==> src/design/addr_stack_pkg.sv <==
package addr_stack_pkg;

  // ---------------------------------------------------------------------------
  // Widths and reset values
  // ---------------------------------------------------------------------------
  localparam int unsigned WORD_W = 16;
  localparam int unsigned STACK_IDX_W = 4;
  localparam int unsigned STACK_DEPTH = 1 << STACK_IDX_W;
  localparam logic [STACK_IDX_W-1:0] STACK_IDX_RESET = 4'h0F;
  localparam logic [WORD_W-1:0] PTR_RESET = 16'h0000;
  localparam logic [WORD_W-1:0] ONE = 16'h0001;
  localparam int unsigned NUM_DP = 2;

  // Pointer access modes requested by the decoder.
  typedef enum logic [1:0] {
    STEP_NONE = 2'b00,
    STEP_INC = 2'b01,
    STEP_DEC = 2'b10
  } step_t;

  // Stack operations requested by the decoder.
  typedef enum logic [2:0] {
    STK_IDLE = 3'b000,
    STK_PUSH = 3'b001,
    STK_CALL = 3'b010,
    STK_VECTOR = 3'b011,
    STK_POP = 3'b100,
    STK_RET = 3'b101,
    STK_RETURN_FROM_INTERRUPT = 3'b110,
    STK_POPC = 3'b111
  } stk_op_t;

endpackage : addr_stack_pkg

==> src/design/hw_stack.sv <==
`timescale 1ns/1ps
`default_nettype none

// ---------------------------------------------------------------------------
// Dedicated return stack with its own index
// ---------------------------------------------------------------------------
module hw_stack (
  input wire logic clock,
  input wire logic reset,
  input wire logic push,
  input wire logic pop,
  input wire logic [addr_stack_pkg::WORD_W-1:0] push_data,
  output logic [addr_stack_pkg::WORD_W-1:0] top_data,
  output logic [addr_stack_pkg::STACK_IDX_W-1:0] stack_index
);
  import addr_stack_pkg::*;

  // Storage has no reset, so contents are unknown until written.
  logic [WORD_W-1:0] mem [STACK_DEPTH];
  logic [STACK_IDX_W-1:0] stack_index_q;
  logic [STACK_IDX_W-1:0] next_index;

  // Push steps first, then writes; wrap is modulo depth with no error.
  assign next_index = stack_index_q + 4'h1;
  assign top_data = mem[stack_index_q];
  assign stack_index = stack_index_q;

  // Index register, reset to top of stack.
  always_ff @(posedge clock) begin
    if (reset) begin
      stack_index_q <= STACK_IDX_RESET;
    end else if (push) begin
      stack_index_q <= next_index;
    end else if (pop) begin
      stack_index_q <= stack_index_q - 4'h1;
    end
  end

  // Memory write is unreset on purpose; only stack ops reach it.
  always_ff @(posedge clock) begin
    if (push && !reset) begin
      mem[next_index] <= push_data;
    end
  end

  push_step_a: assert property (@(posedge clock) disable iff (reset)
    push |=> stack_index_q == $past(stack_index_q) + 4'h1)
    else $error("stack index did not rise on push");

  pop_step_a: assert property (@(posedge clock) disable iff (reset)
    pop && !push |=> stack_index_q == $past(stack_index_q) - 4'h1)
    else $error("stack index did not fall on pop");

endmodule : hw_stack

`default_nettype wire

==> src/design/stack_and_pointer_addressing.sv <==
// Contract
// - Data pointer increment: after a read, or before a write.
// - Data pointer decrement: after a read, or before a write.
// - Frame address is unsigned 16-bit sum of base and offset.
// - Frame increment steps offset before write, after read.
// - Frame decrement steps offset before write, after read.
// - Only the offset steps; carry never reaches the frame base.
// - Each data memory access completes in one clock cycle.
// - Data accesses may be word or byte wide.
// - Stack entries are 16 bits wide.
// - Stack serves call, return, interrupts, push, pop and moves.
// - Pop-and-clear pops normally and also clears the in-service flag; the code keeps the flag set when set_in_service comes in the same cycle.
// - Stack depth is two to the index width.
// - Reset loads the stack index with top of stack.
// - Push-type operations increment index then write.
// - Pop-type operations read then decrement index.
// - Stack storage is not initialised on reset.
// - Stack storage only reachable through stack operations.
`timescale 1ns/1ps
`default_nettype none

module stack_and_pointer_addressing (
  input wire logic clock,
  input wire logic reset,
  // Data access request from the decoder.
  input wire logic acc_valid,
  input wire logic acc_write,
  input wire logic acc_byte,
  input wire logic acc_frame,
  input wire logic acc_dp_sel,
  input wire addr_stack_pkg::step_t acc_step,
  input wire logic [addr_stack_pkg::WORD_W-1:0] acc_wdata,
  // Direct pointer loads.
  input wire logic load_dp,
  input wire logic load_dp_sel,
  input wire logic load_base,
  input wire logic load_offset,
  input wire logic [addr_stack_pkg::WORD_W-1:0] load_value,
  // Stack requests.
  input wire addr_stack_pkg::stk_op_t stk_op,
  input wire logic [addr_stack_pkg::WORD_W-1:0] stk_wdata,
  input wire logic set_in_service,
  // Data memory side.
  input wire logic [addr_stack_pkg::WORD_W-1:0] mem_rdata,
  output logic mem_en,
  output logic mem_we,
  output logic mem_byte,
  output logic [addr_stack_pkg::WORD_W-1:0] mem_addr,
  output logic [addr_stack_pkg::WORD_W-1:0] mem_wdata,
  // Results to the decoder.
  output logic [addr_stack_pkg::WORD_W-1:0] rd_data,
  output logic rd_valid,
  output logic [addr_stack_pkg::WORD_W-1:0] stk_rdata,
  output logic stk_rvalid,
  output logic in_service_flag,
  output logic [addr_stack_pkg::WORD_W-1:0] data_pointer0,
  output logic [addr_stack_pkg::WORD_W-1:0] data_pointer1,
  output logic [addr_stack_pkg::WORD_W-1:0] frame_base,
  output logic [addr_stack_pkg::WORD_W-1:0] frame_offset,
  output logic [addr_stack_pkg::STACK_IDX_W-1:0] stack_index
);
  import addr_stack_pkg::*;

  // ---------------------------------------------------------------------------
  // Helpers
  // ---------------------------------------------------------------------------

  // Stepped value of a pointer; wraps in 16 bits on purpose.
  function automatic logic [WORD_W-1:0] step_value(input logic [WORD_W-1:0] v,
                                                   input step_t s);
    case (s)
      STEP_INC: step_value = v + ONE;
      STEP_DEC: step_value = v - ONE;
      default: step_value = v;
    endcase
  endfunction : step_value

  // ---------------------------------------------------------------------------
  // State
  // ---------------------------------------------------------------------------
  logic [WORD_W-1:0] dp_q [NUM_DP];
  logic [WORD_W-1:0] dp_d [NUM_DP];
  logic [WORD_W-1:0] base_q;
  logic [WORD_W-1:0] offset_q;
  logic [WORD_W-1:0] offset_d;
  logic in_service_q;
  logic in_service_d;
  logic mem_en_q, mem_we_q, mem_byte_q;
  logic [WORD_W-1:0] mem_addr_q;
  logic [WORD_W-1:0] mem_wdata_q;
  logic rd_pending_q;
  logic rd_valid_q;
  logic [WORD_W-1:0] rd_data_q;
  logic [WORD_W-1:0] stk_rdata_q;
  logic stk_rvalid_q;

  // ---------------------------------------------------------------------------
  // Address formation
  // ---------------------------------------------------------------------------
  logic [WORD_W-1:0] dp_cur;
  logic [WORD_W-1:0] dp_stepped;
  logic [WORD_W-1:0] offset_stepped;
  logic [WORD_W-1:0] frame_cur;
  logic [WORD_W-1:0] frame_pre;
  logic [WORD_W-1:0] acc_addr;

  // Writes use the stepped pointer, reads the current one.
  assign dp_cur = dp_q[acc_dp_sel];
  assign dp_stepped = step_value(dp_cur, acc_step);
  assign offset_stepped = step_value(offset_q, acc_step);
  assign frame_cur = base_q + offset_q;
  assign frame_pre = base_q + offset_stepped;
  assign acc_addr = acc_frame ? (acc_write ? frame_pre : frame_cur)
                              : (acc_write ? dp_stepped : dp_cur);

  // ---------------------------------------------------------------------------
  // Pointer update
  // ---------------------------------------------------------------------------
  genvar gi;
  generate
    for (gi = 0; gi < NUM_DP; gi++) begin : g_dp
      // Either direct load or step of the selected pointer in this access.
      assign dp_d[gi] = (load_dp && load_dp_sel == 1'(gi)) ? load_value :
                        (acc_valid && !acc_frame && acc_dp_sel == 1'(gi)) ?
                        dp_stepped : dp_q[gi];
      always_ff @(posedge clock) begin
        if (reset) begin
          dp_q[gi] <= PTR_RESET;
        end else begin
          dp_q[gi] <= dp_d[gi];
        end
      end
    end
  endgenerate

  // Base never steps, so an offset carry cannot leak into it.
  assign offset_d = load_offset ? load_value :
                    (acc_valid && acc_frame) ? offset_stepped : offset_q;

  // Frame registers.
  always_ff @(posedge clock) begin
    if (reset) begin
      base_q <= PTR_RESET;
      offset_q <= PTR_RESET;
    end else begin
      base_q <= load_base ? load_value : base_q;
      offset_q <= offset_d;
    end
  end

  // ---------------------------------------------------------------------------
  // Data memory cycle
  // ---------------------------------------------------------------------------

  // One request per clock; the strobe stands for exactly one cycle.
  always_ff @(posedge clock) begin
    if (reset) begin
      mem_en_q <= 1'b0;
      mem_we_q <= 1'b0;
      mem_byte_q <= 1'b0;
      mem_addr_q <= PTR_RESET;
      mem_wdata_q <= PTR_RESET;
      rd_pending_q <= 1'b0;
    end else begin
      mem_en_q <= acc_valid;
      mem_we_q <= acc_valid && acc_write;
      mem_byte_q <= acc_byte;
      mem_addr_q <= acc_addr;
      mem_wdata_q <= acc_byte ? {8'h00, acc_wdata[7:0]} : acc_wdata;
      rd_pending_q <= acc_valid && !acc_write;
    end
  end

  // Read data returns the cycle after the strobe; bytes come zero-extended.
  always_ff @(posedge clock) begin
    if (reset) begin
      rd_valid_q <= 1'b0;
      rd_data_q <= PTR_RESET;
    end else begin
      rd_valid_q <= rd_pending_q;
      rd_data_q <= mem_byte_q ? {8'h00, mem_rdata[7:0]} : mem_rdata;
    end
  end

  // ---------------------------------------------------------------------------
  // Hardware stack
  // ---------------------------------------------------------------------------
  logic stk_push;
  logic stk_pop;
  logic [WORD_W-1:0] stk_top;
  logic [STACK_IDX_W-1:0] stk_index;

  // Decode of stack operation class.
  assign stk_push = stk_op == STK_PUSH || stk_op == STK_CALL ||
                    stk_op == STK_VECTOR;
  assign stk_pop = stk_op[2];

  hw_stack u_stack (
    .clock(clock),
    .reset(reset),
    .push(stk_push),
    .pop(stk_pop),
    .push_data(stk_wdata),
    .top_data(stk_top),
    .stack_index(stk_index)
  );

  // Popped value is captured before the index falls.
  always_ff @(posedge clock) begin
    if (reset) begin
      stk_rvalid_q <= 1'b0;
      stk_rdata_q <= PTR_RESET;
    end else begin
      stk_rvalid_q <= stk_pop;
      stk_rdata_q <= stk_pop ? stk_top : stk_rdata_q;
    end
  end

  // In-service flag: vectoring sets it, so the set wins over a clear.
  assign in_service_d = (set_in_service || stk_op == STK_VECTOR) ? 1'b1 :
                        (stk_op == STK_POPC) ? 1'b0 : in_service_q;

  always_ff @(posedge clock) begin
    if (reset) begin
      in_service_q <= 1'b0;
    end else begin
      in_service_q <= in_service_d;
    end
  end

  // ---------------------------------------------------------------------------
  // Outputs
  // ---------------------------------------------------------------------------
  assign mem_en = mem_en_q;
  assign mem_we = mem_we_q;
  assign mem_byte = mem_byte_q;
  assign mem_addr = mem_addr_q;
  assign mem_wdata = mem_wdata_q;
  assign rd_data = rd_data_q;
  assign rd_valid = rd_valid_q;
  assign stk_rdata = stk_rdata_q;
  assign stk_rvalid = stk_rvalid_q;
  assign in_service_flag = in_service_q;
  assign data_pointer0 = dp_q[0];
  assign data_pointer1 = dp_q[1];
  assign frame_base = base_q;
  assign frame_offset = offset_q;
  assign stack_index = stk_index;

  // ---------------------------------------------------------------------------
  // Checks
  // ---------------------------------------------------------------------------
  dp_read_post_a: assert property (@(posedge clock) disable iff (reset)
    acc_valid && !acc_write && !acc_frame && !load_dp && acc_step == STEP_INC
    |=> mem_addr == $past(dp_cur) &&
        dp_q[$past(acc_dp_sel)] == $past(dp_cur) + ONE)
    else $error("read with increment did not use then step pointer");

  dp_write_pre_a: assert property (@(posedge clock) disable iff (reset)
    acc_valid && acc_write && !acc_frame && !load_dp && acc_step == STEP_DEC
    |=> mem_addr == $past(dp_cur) - ONE)
    else $error("write with decrement did not pre-step pointer");

  frame_sum_a: assert property (@(posedge clock) disable iff (reset)
    acc_valid && acc_frame && !acc_write
    |=> mem_addr == $past(base_q) + $past(offset_q))
    else $error("frame read address is not base plus offset");

  frame_pre_inc_a: assert property (@(posedge clock) disable iff (reset)
    acc_valid && acc_frame && acc_write && acc_step == STEP_INC && !load_offset
    |=> mem_addr == $past(base_q) + $past(offset_q) + ONE &&
        offset_q == $past(offset_q) + ONE)
    else $error("frame write increment misplaced");

  frame_post_dec_a: assert property (@(posedge clock) disable iff (reset)
    acc_valid && acc_frame && !acc_write && acc_step == STEP_DEC && !load_offset
    |=> offset_q == $past(offset_q) - ONE)
    else $error("frame read decrement missing");

  base_stable_a: assert property (@(posedge clock) disable iff (reset)
    !load_base |=> $stable(base_q))
    else $error("frame base changed without a load");

  one_cycle_a: assert property (@(posedge clock) disable iff (reset)
    acc_valid && !acc_write ##1 !acc_valid |-> mem_en ##1 !mem_en && rd_valid)
    else $error("memory cycle did not take one clock");

  popc_clear_a: assert property (@(posedge clock) disable iff (reset)
    stk_op == STK_POPC && !set_in_service
    |=> !in_service_flag && stk_rvalid && stack_index == $past(stack_index) - 4'h1)
    else $error("pop-and-clear misbehaved");

  reset_top_a: assert property (@(posedge clock)
    reset |=> stack_index == STACK_IDX_RESET)
    else $error("stack index not at top after reset");

endmodule : stack_and_pointer_addressing

`default_nettype wire

==> config.mk <==
export PLATFORM = sky130hd
export DESIGN_NAME = stack_and_pointer_addressing
export DESIGN_NICKNAME = d
export VERILOG_FILES = /design/src/design/addr_stack_pkg.sv /design/src/design/hw_stack.sv /design/src/design/stack_and_pointer_addressing.sv
export SDC_FILE = /design/constraint.sdc
export NUM_CORES = 1
export LEC_CHECK = 0
export BUFFER_PORTS_ARGS = -buffer_cell sky130_fd_sc_hd__buf_2
export CORE_UTILIZATION = 35
export DETAILED_ROUTE_END_ITERATION = 6
export PLACE_DENSITY = 0.62
export SLEW_MARGIN = 20
export SYNTH_ARGS = -nofsm -noshare
export SYNTH_HDL_FRONTEND = slang
export SYNTH_SLANG_ARGS = --single-unit
==> constraint.sdc <==
create_clock -name clock -period 14.1 [get_ports clock]
set_input_delay 2.82 -clock clock [delete_from_list [all_inputs] [get_ports clock]]
set_output_delay 2.82 -clock clock [all_outputs]
set_load 0.02 [all_outputs]
==> results of run 1 <==
## flip-flops by register name, summed over array words and instances, names as in the netlist
signal and flops:
u_stack.mem 256, mem_we 1, stk_rvalid 1, in_service_flag 1, frame_offset 16, rd_pending_q 1, dp_q 32, rd_data 16
rd_valid 1, mem_en 1, stk_rdata 16, u_stack.stack_index 4, mem_addr 16, mem_byte 1, frame_base 16, mem_wdata 16
## power by group through the flow
stage	combinational [mW]	clock (mW)	sequential, mW
finish	0.449	1.22	1.31
global route	0.484	1.29	1.32
CTS	0.451	1.24	1.31
detailed placement	0.449	0	1.34
global placement	0.445	0	1.34
floorplan	0.276	0	1.36
## critical path: stages
cell,delay (ns)
buf_2,0.10
inv_1,0.10
ha_2,0.18
buf_4,0.46
xor2_1,0.14
ha_1,0.23
nor3b_1,0.14
o21ai_0,0.36
a21boi_0,0.24
o21a_1,0.22
a21oi_1,0.21
nor2_1,0.08
xor2_1,0.17
ha_1,0.37
a21oi_1,0.27
o21bai_1,0.12
a2111oi_0,0.50
a21o_1,0.22
a21oi_1,0.09
a311o_1,0.33
a31oi_1,0.18
o311ai_1,0.11
## Yosys cell counts, types with 29 or more instances
| master | count | area [sq um] |
|---|---|---|
| xnor2_1 | 37 | 324 |
| nor2_1 | 144 | 541 |
| xor2_1 | 29 | 254 |
| clkbuf_1 | 68 | 255 |
| nor2b_1 | 29 | 181 |
| dfxtp_1 | 139 | 2780 |
| ha_1 | 30 | 375 |
| mux2i_1 | 47 | 470 |
| a21oi_1 | 58 | 290 |
| edfxtp_1 | 256 | 7690 |
| nand2_1 | 107 | 402 |
| o21ai_0 | 49 | 245 |
| mux4_2 | 80 | 1800 |
## metal layers
layer	track usage	wire length, um	vias to the layer above
met2	0.333	26500	510
met1	0.249	21600	6573
met4	0.0681	1570	6
met3	0.0382	3830	111
met5	0	39	-
li1	-	-	5950
## final timing paths
check	depth (start not counted)	start	slack [ns]	to
worst min-delay path	1	rd_pending_q	0.48	rd_valid
worst max register to register	18	frame_offset[1]	9.40	mem_addr[15]
worst min register to register	1	rd_pending_q	0.48	rd_valid
worst max-delay path	22	acc_step[0]	6.91	mem_addr[15]
## cell families (layout without fill, tap and decap cells)
group / Yosys count / count (layout)
XOR/XNOR: 66 / 66
flip-flops: 395 / 395
multiplexers: 148 / 148
adder cells (fa/ha/maj): 32 / 32
buffers and inverters: 121 / 350
AND/OR/NAND/NOR: 427 / 427
AO/OA/AOI/OAI: 278 / 278
## cell type report
cell class	instances	area (sq um)	area share
tap	680	851	0.0390
clock buffer	59	1240	0.0567
inverter	25	93.8	0.00430
timing repair buffer	243	1280	0.0589
sequential	395	10500	0.480
clock inverter	23	314	0.0144
multi-input combinational	951	7560	0.346
==> results.py, run 1 <==
metrics = {
    "outcome": {
        "outcome": "finished clean",
    },
    "finish": {
        "final_area_sq_mm": 0.0218,
        "area_growth_pct": 17.9,
        "diodes": 0,
        "final_common_cell": "edfxtp_1",
        "final_net_count": 1773,
        "drive_above_1_share": 0.264,
        "final_cell_mix": "256 x edfxtp_1, 217 x buf_2, 141 x nor2_1",
        "fillerInstances": 4767,
        "final_cells": 2376,
        "finish.utilization": 0.422,
    },
    "timing": {
        "worstMarginPinSlew_ns": 1.24,
        "setup_ws_ns": 6.91,
        "clock.fmax_ghz": 0.139,
        "finalCriticalPeriod_ns": 7.19,
        "rsz0062_at_grt": "no",
        "finalMaxSlewViolations": 0,
        "maxSlewHeadroom": 0.174,
        "whs_ns": 0.479,
        "tns_ns": 0,
        "finalHoldViolCount": 0,
        "fin_crit_sh": 0.510,
        "finalSetupViolations": 0,
        "finClkSkew_ns": 0.0301,
    },
    "setup_path": {
        "end_kind": "flip-flop",
        "crit_type": "primary input to flip-flop",
        "crit_arrival_ns": 7.65,
        "cp.required_ns": 14.56,
        "critPathLaunchType": "primary input",
        "crit_fanout": 49,
    },
    "clocking": {
        "cts_tree": "built",
        "ctsRootBufferMaster": "clkbuf_16",
        "ctsHoldBuffers": 0,
        "clock-sinks": 395,
        "cts_resized": 0,
        "clkTransAtPathRegs_ns": 0.06,
        "cts_setup_buffers": 0,
        "numCtsBuffers": 44,
        "clk_latency_ns": 0.60,
        "max-clock-path-buffers": 3,
        "cts.htree.levels": 2,
    },
    "floorplan": {
        "die_h_um": 232,
        "die_w_um": 232,
        "start_util": 0.358,
        "rows": 83,
        "core-area_sq_mm": 0.0517,
        "die-area_sq_mm": 0.0538,
        "top_level_ports": 219,
    },
    "synth": {
        "synthArstFlopShare": 0,
        "synth-xor-area-share": 0.0312,
        "synth_top_family_by_area": "multiplexers",
        "yosysWarnings": 0,
        "syn-cell-area_sq_mm": 0.0185,
        "syn_area_per_cell_sq_um": 12.6,
        "synth-simple-area-share": 0.112,
        "synth_flop_cell": "edfxtp_1",
        "synth_compound_area_frac": 0.105,
        "syn_inst": 1467,
        "ys_types": 85,
        "ys_seq_area_frac": 0.566,
        "synth-adder-area-share": 0.0225,
        "yosys-mux-area-fraction": 0.137,
        "synth_edf_count": 256,
        "ys_seq_elements": 395,
        "synth_nets": 1580,
    },
    "power": {
        "power_frac_clock": 0.408,
        "p_sw_frac": 0.272,
        "power_frac_comb": 0.151,
        "peakVddDrop_mv": 0.101,
        "power_mw": 2.98,
        "p_int_mw": 2.17,
        "seqPwrFrac": 0.441,
        "p_switching_uw": 809,
        "power.density_mw_per_mm2": 137,
        "leakagePower_nw": 8.22,
    },
    "detailed_routing": {
        "routed_wl_um": 53500,
        "vias": 13150,
        "first_pass_iters": 5,
        "vias_per_cell": 5.53,
        "ant_nets": 0,
        "drtIter0Drc": 1148,
        "routedWlPerCell_um": 22.5,
        "drc_errors": 0,
    },
    "place": {
        "finalWeightedCongestion": 0.976,
        "dp_cells": 2294,
        "dp_slack_ns": 6.45,
        "port_buffers": 218,
        "dpl_cell_area_sq_mm": 0.0203,
        "hpwl_um": 35900,
    },
    "hold_path": {
        "hold_class": "flip-flop to flip-flop",
    },
    "global_routing": {
        "grt_usage": 0.196,
        "grt_max_degree": 56,
        "grt_first_pass_wirelength_um": 79300,
        "grt_overflow": 0,
        "antenna_found_initial": 3,
        "grt_pass1_vias": 12641,
    },
    "run": {
        "maxCapViolations": 0,
    },
}
Note: power is estimated with default switching activity, not from simulation.
==> run 2: changes to the inputs <==
Settings changed: ABC_AREA set to 1, PLACE_DENSITY 0.62 to 0.63.
Clock period 14.1 ns to 7.4 ns, I/O delays scaled along.
==> results.py, run 2 <==
metrics = {
    "synth": {
        "synth_top_area_cell": "edfxtp_1",
        "ys_seq_elements": 395,
        "synthArstFlopShare": 0,
        "synth.top_cell.area_share": 0.418,
        "syn-cell-area_sq_mm": 0.0184,
        "ys_types": 48,
        "ys_seq_area_frac": 0.569,
        "synth-simple-area-share": 0.164,
        "yosysWarnings": 0,
        "synth_compound_area_frac": 0.161,
        "syn_inst": 1996,
        "synth_area_leaders": "edfxtp_1 42%, dfxtp_1 15%, nand2_1 6.8%, o21ai_0 6.0%, nor2_1 5.2%",
        "synth_edf_count": 256,
        "yosys-mux-area-fraction": 0,
        "synth-xor-area-share": 0.0171,
        "ys_top_cells_by_count": "333 x nand2_1, 256 x edfxtp_1, 253 x nor2_1",
        "synth_flop_cell": "edfxtp_1",
        "syn_area_per_cell_sq_um": 9.21,
        "yosysMostFrequentCell": "nand2_1",
        "synth_nets": 2109,
        "synth_top_family_by_area": "simple AND/OR/NAND/NOR gates",
        "synth-adder-area-share": 0.0226,
    },
    "clocking": {
        "ctsHoldBuffers": 0,
        "clk_latency_ns": 0.60,
        "max-clock-path-buffers": 3,
        "clock-sinks": 395,
        "ctsRootBufferMaster": "clkbuf_16",
        "cts_setup_buffers": 0,
        "cts.htree.levels": 2,
        "cts_tree": "built",
        "cts_resized": 0,
        "clkTransAtPathRegs_ns": 0.06,
        "numCtsBuffers": 43,
    },
    "detailed_routing": {
        "first_pass_iters": 5,
        "ant_nets": 0,
        "routed_wl_um": 58600,
        "drtIter0Drc": 1409,
        "vias": 15281,
        "routedWlPerCell_um": 20.2,
        "vias_per_cell": 5.27,
        "drc_errors": 0,
    },
    "finish": {
        "final_net_count": 2297,
        "finish.utilization": 0.419,
        "largest_reg_flops": 256,
        "reg_top3": "u_stack.mem x256, dp_q x32",
        "final_cell_mix": "333 x nand2_1, 256 x edfxtp_1, 251 x nor2_1",
        "drive_above_1_share": 0.177,
        "final_common_cell": "nand2_1",
        "area_growth_pct": 17.5,
        "largest-register": "u_stack.mem",
    },
    "timing": {
        "fin_crit_sh": 0.644,
        "maxSlewHeadroom": 0.250,
        "worstMarginPinSlew_ns": 1.12,
        "finalCriticalPeriod_ns": 4.76,
        "finalMaxSlewViolations": 0,
        "tns_ns": 0,
        "finClkSkew_ns": 0.0315,
        "clock.fmax_ghz": 0.210,
        "finalHoldViolCount": 0,
        "finalSetupViolations": 0,
        "rsz0062_at_grt": "no",
    },
    "setup_path": {
        "end_kind": "flip-flop",
        "worstRegToRegCells": 20,
        "crit_arrival_ns": 5.21,
        "reg2reg_to": "mem_addr[9]",
        "crit_type": "primary input to flip-flop",
        "worstReg2RegStart": "frame_offset[1]",
        "cp.required_ns": 7.85,
        "crit_fanout": 36,
        "critPathLaunchType": "primary input",
        "reg2reg_setup_slack_ns": 3.75,
    },
    "global_routing": {
        "grt_pass1_vias": 14521,
        "grt_usage": 0.214,
        "grt_max_degree": 72,
        "grt_first_pass_wirelength_um": 87300,
        "grt_overflow": 0,
        "antenna_found_initial": 2,
    },
    "hold_path": {
        "hold_path_end": "rd_valid",
        "hold_depth": 2,
        "holdCritStartpoint": "rd_pending_q",
        "hold_class": "flip-flop to flip-flop",
    },
    "outcome": {
        "outcome": "finished clean",
    },
    "floorplan": {
        "die_h_um": 231,
        "core-area_sq_mm": 0.0516,
        "die-area_sq_mm": 0.0535,
        "start_util": 0.356,
        "rows": 83,
        "die_w_um": 231,
        "top_level_ports": 219,
    },
    "power": {
        "power.density_mw_per_mm2": 258,
        "peakVddDrop_mv": 0.209,
        "leakagePower_nw": 8.79,
        "power_mw": 5.57,
    },
    "run": {
        "maxCapViolations": 0,
    },
    "place": {
        "hpwl_um": 38800,
        "finalWeightedCongestion": 0.966,
        "port_buffers": 218,
    },
}
==> run 2: cell count changes after synthesis, sizes merged, moves of 21 or more <==
cell and change:
nor2 +118, o211ai +36, nand2 +246, o21ai +182, nor2b -29, o221ai +29
nand3 +68, mux2i -52, mux4 -80, o22ai +40, inv +177, xnor2 -29
and2 -21
==> run 2: routing by layer <==
metal	global-route usage	wire length, um
met3	0.0328	3860
met2	0.370	28800
met4	0.0741	1560
met1	0.270	24300
met5	0	28
==> run 2: cell type report <==
cell class                      instances  area (sq um)
Clock inverter                         18           267
Sequential cell                       395         10500
Timing Repair Buffer                  250          1330
Clock buffer                           62          1210
Fill cell                            4959         30000
Tap cell                              680           851
Multi-Input combinational cell       1292          6720
Antenna cell                            1          2.50
Inverter                              202           762
==> run 2: logic make-up after synthesis <==
kind of cell               Yosys count
AOI/OAI and AO/OA                  497
xor gates and xnor gates            33
adders and majority gates           32
buffers and inverters              309
DFF                                395
and+or+nand+nor                    730
==> run 2: power by group <==
part	switching, mW	internal [mW]	leakage, nW
sequential	0.0670	2.42	3.45
clock	0.928	1.29	0.708
combinational	0.601	0.257	4.62
==> run 2: critical path: stages <==
cell	delay, ns
buf_2	0.10
inv_1	0.07
ha_1	0.27
buf_4	0.45
inv_2	0.21
nand2_1	0.12
nand2_2	0.07
xor2_1	0.14
nand2_1	0.06
o21ai_0	0.10
o21ai_0	0.19
ha_1	0.31
a21oi_1	0.21
nand2_1	0.07
nand2_1	0.08
nand2_1	0.06
a21oi_1	0.29
o21ai_0	0.22
nand2_1	0.11
nand2_1	0.08
o21ai_0	0.40
a21oi_1	0.12
==> run 2: how the worst max path moves through the flow <==
| stage | start | slack (ns) | end |
|---|---|---|---|
| floorplan | acc_step[0] | 2.79 | mem_addr[15] |
| global placement | acc_step[0] | 2.18 | mem_addr[9] |
| detailed placement | acc_step[0] | 2.12 | mem_addr[9] |
| CTS | acc_step[0] | 2.72 | mem_addr[9] |
| global route | acc_step[0] | 2.22 | mem_addr[13] |
| finish | acc_step[0] | 2.64 | mem_addr[9] |
==> run 2: per-stage QoR <==
| stage | setup slack [ns] | instances | area (sq um) | hold WS (ns) |
|---|---|---|---|---|
| 2_1_floorplan | 2.79 | 1996 | 18400 | 0.388 |
| 3_3_place_gp | 2.18 | 2819 | 20100 | 0.391 |
| 3_5_place_dp | 2.12 | 2819 | 20100 | 0.399 |
| 4_1_cts | 2.72 | 2899 | 21600 | 0.409 |
| 5_1_grt | 2.22 | 2899 | 21600 | 0.422 |
| 6_report | 2.64 | 2900 | 21600 | 0.409 |
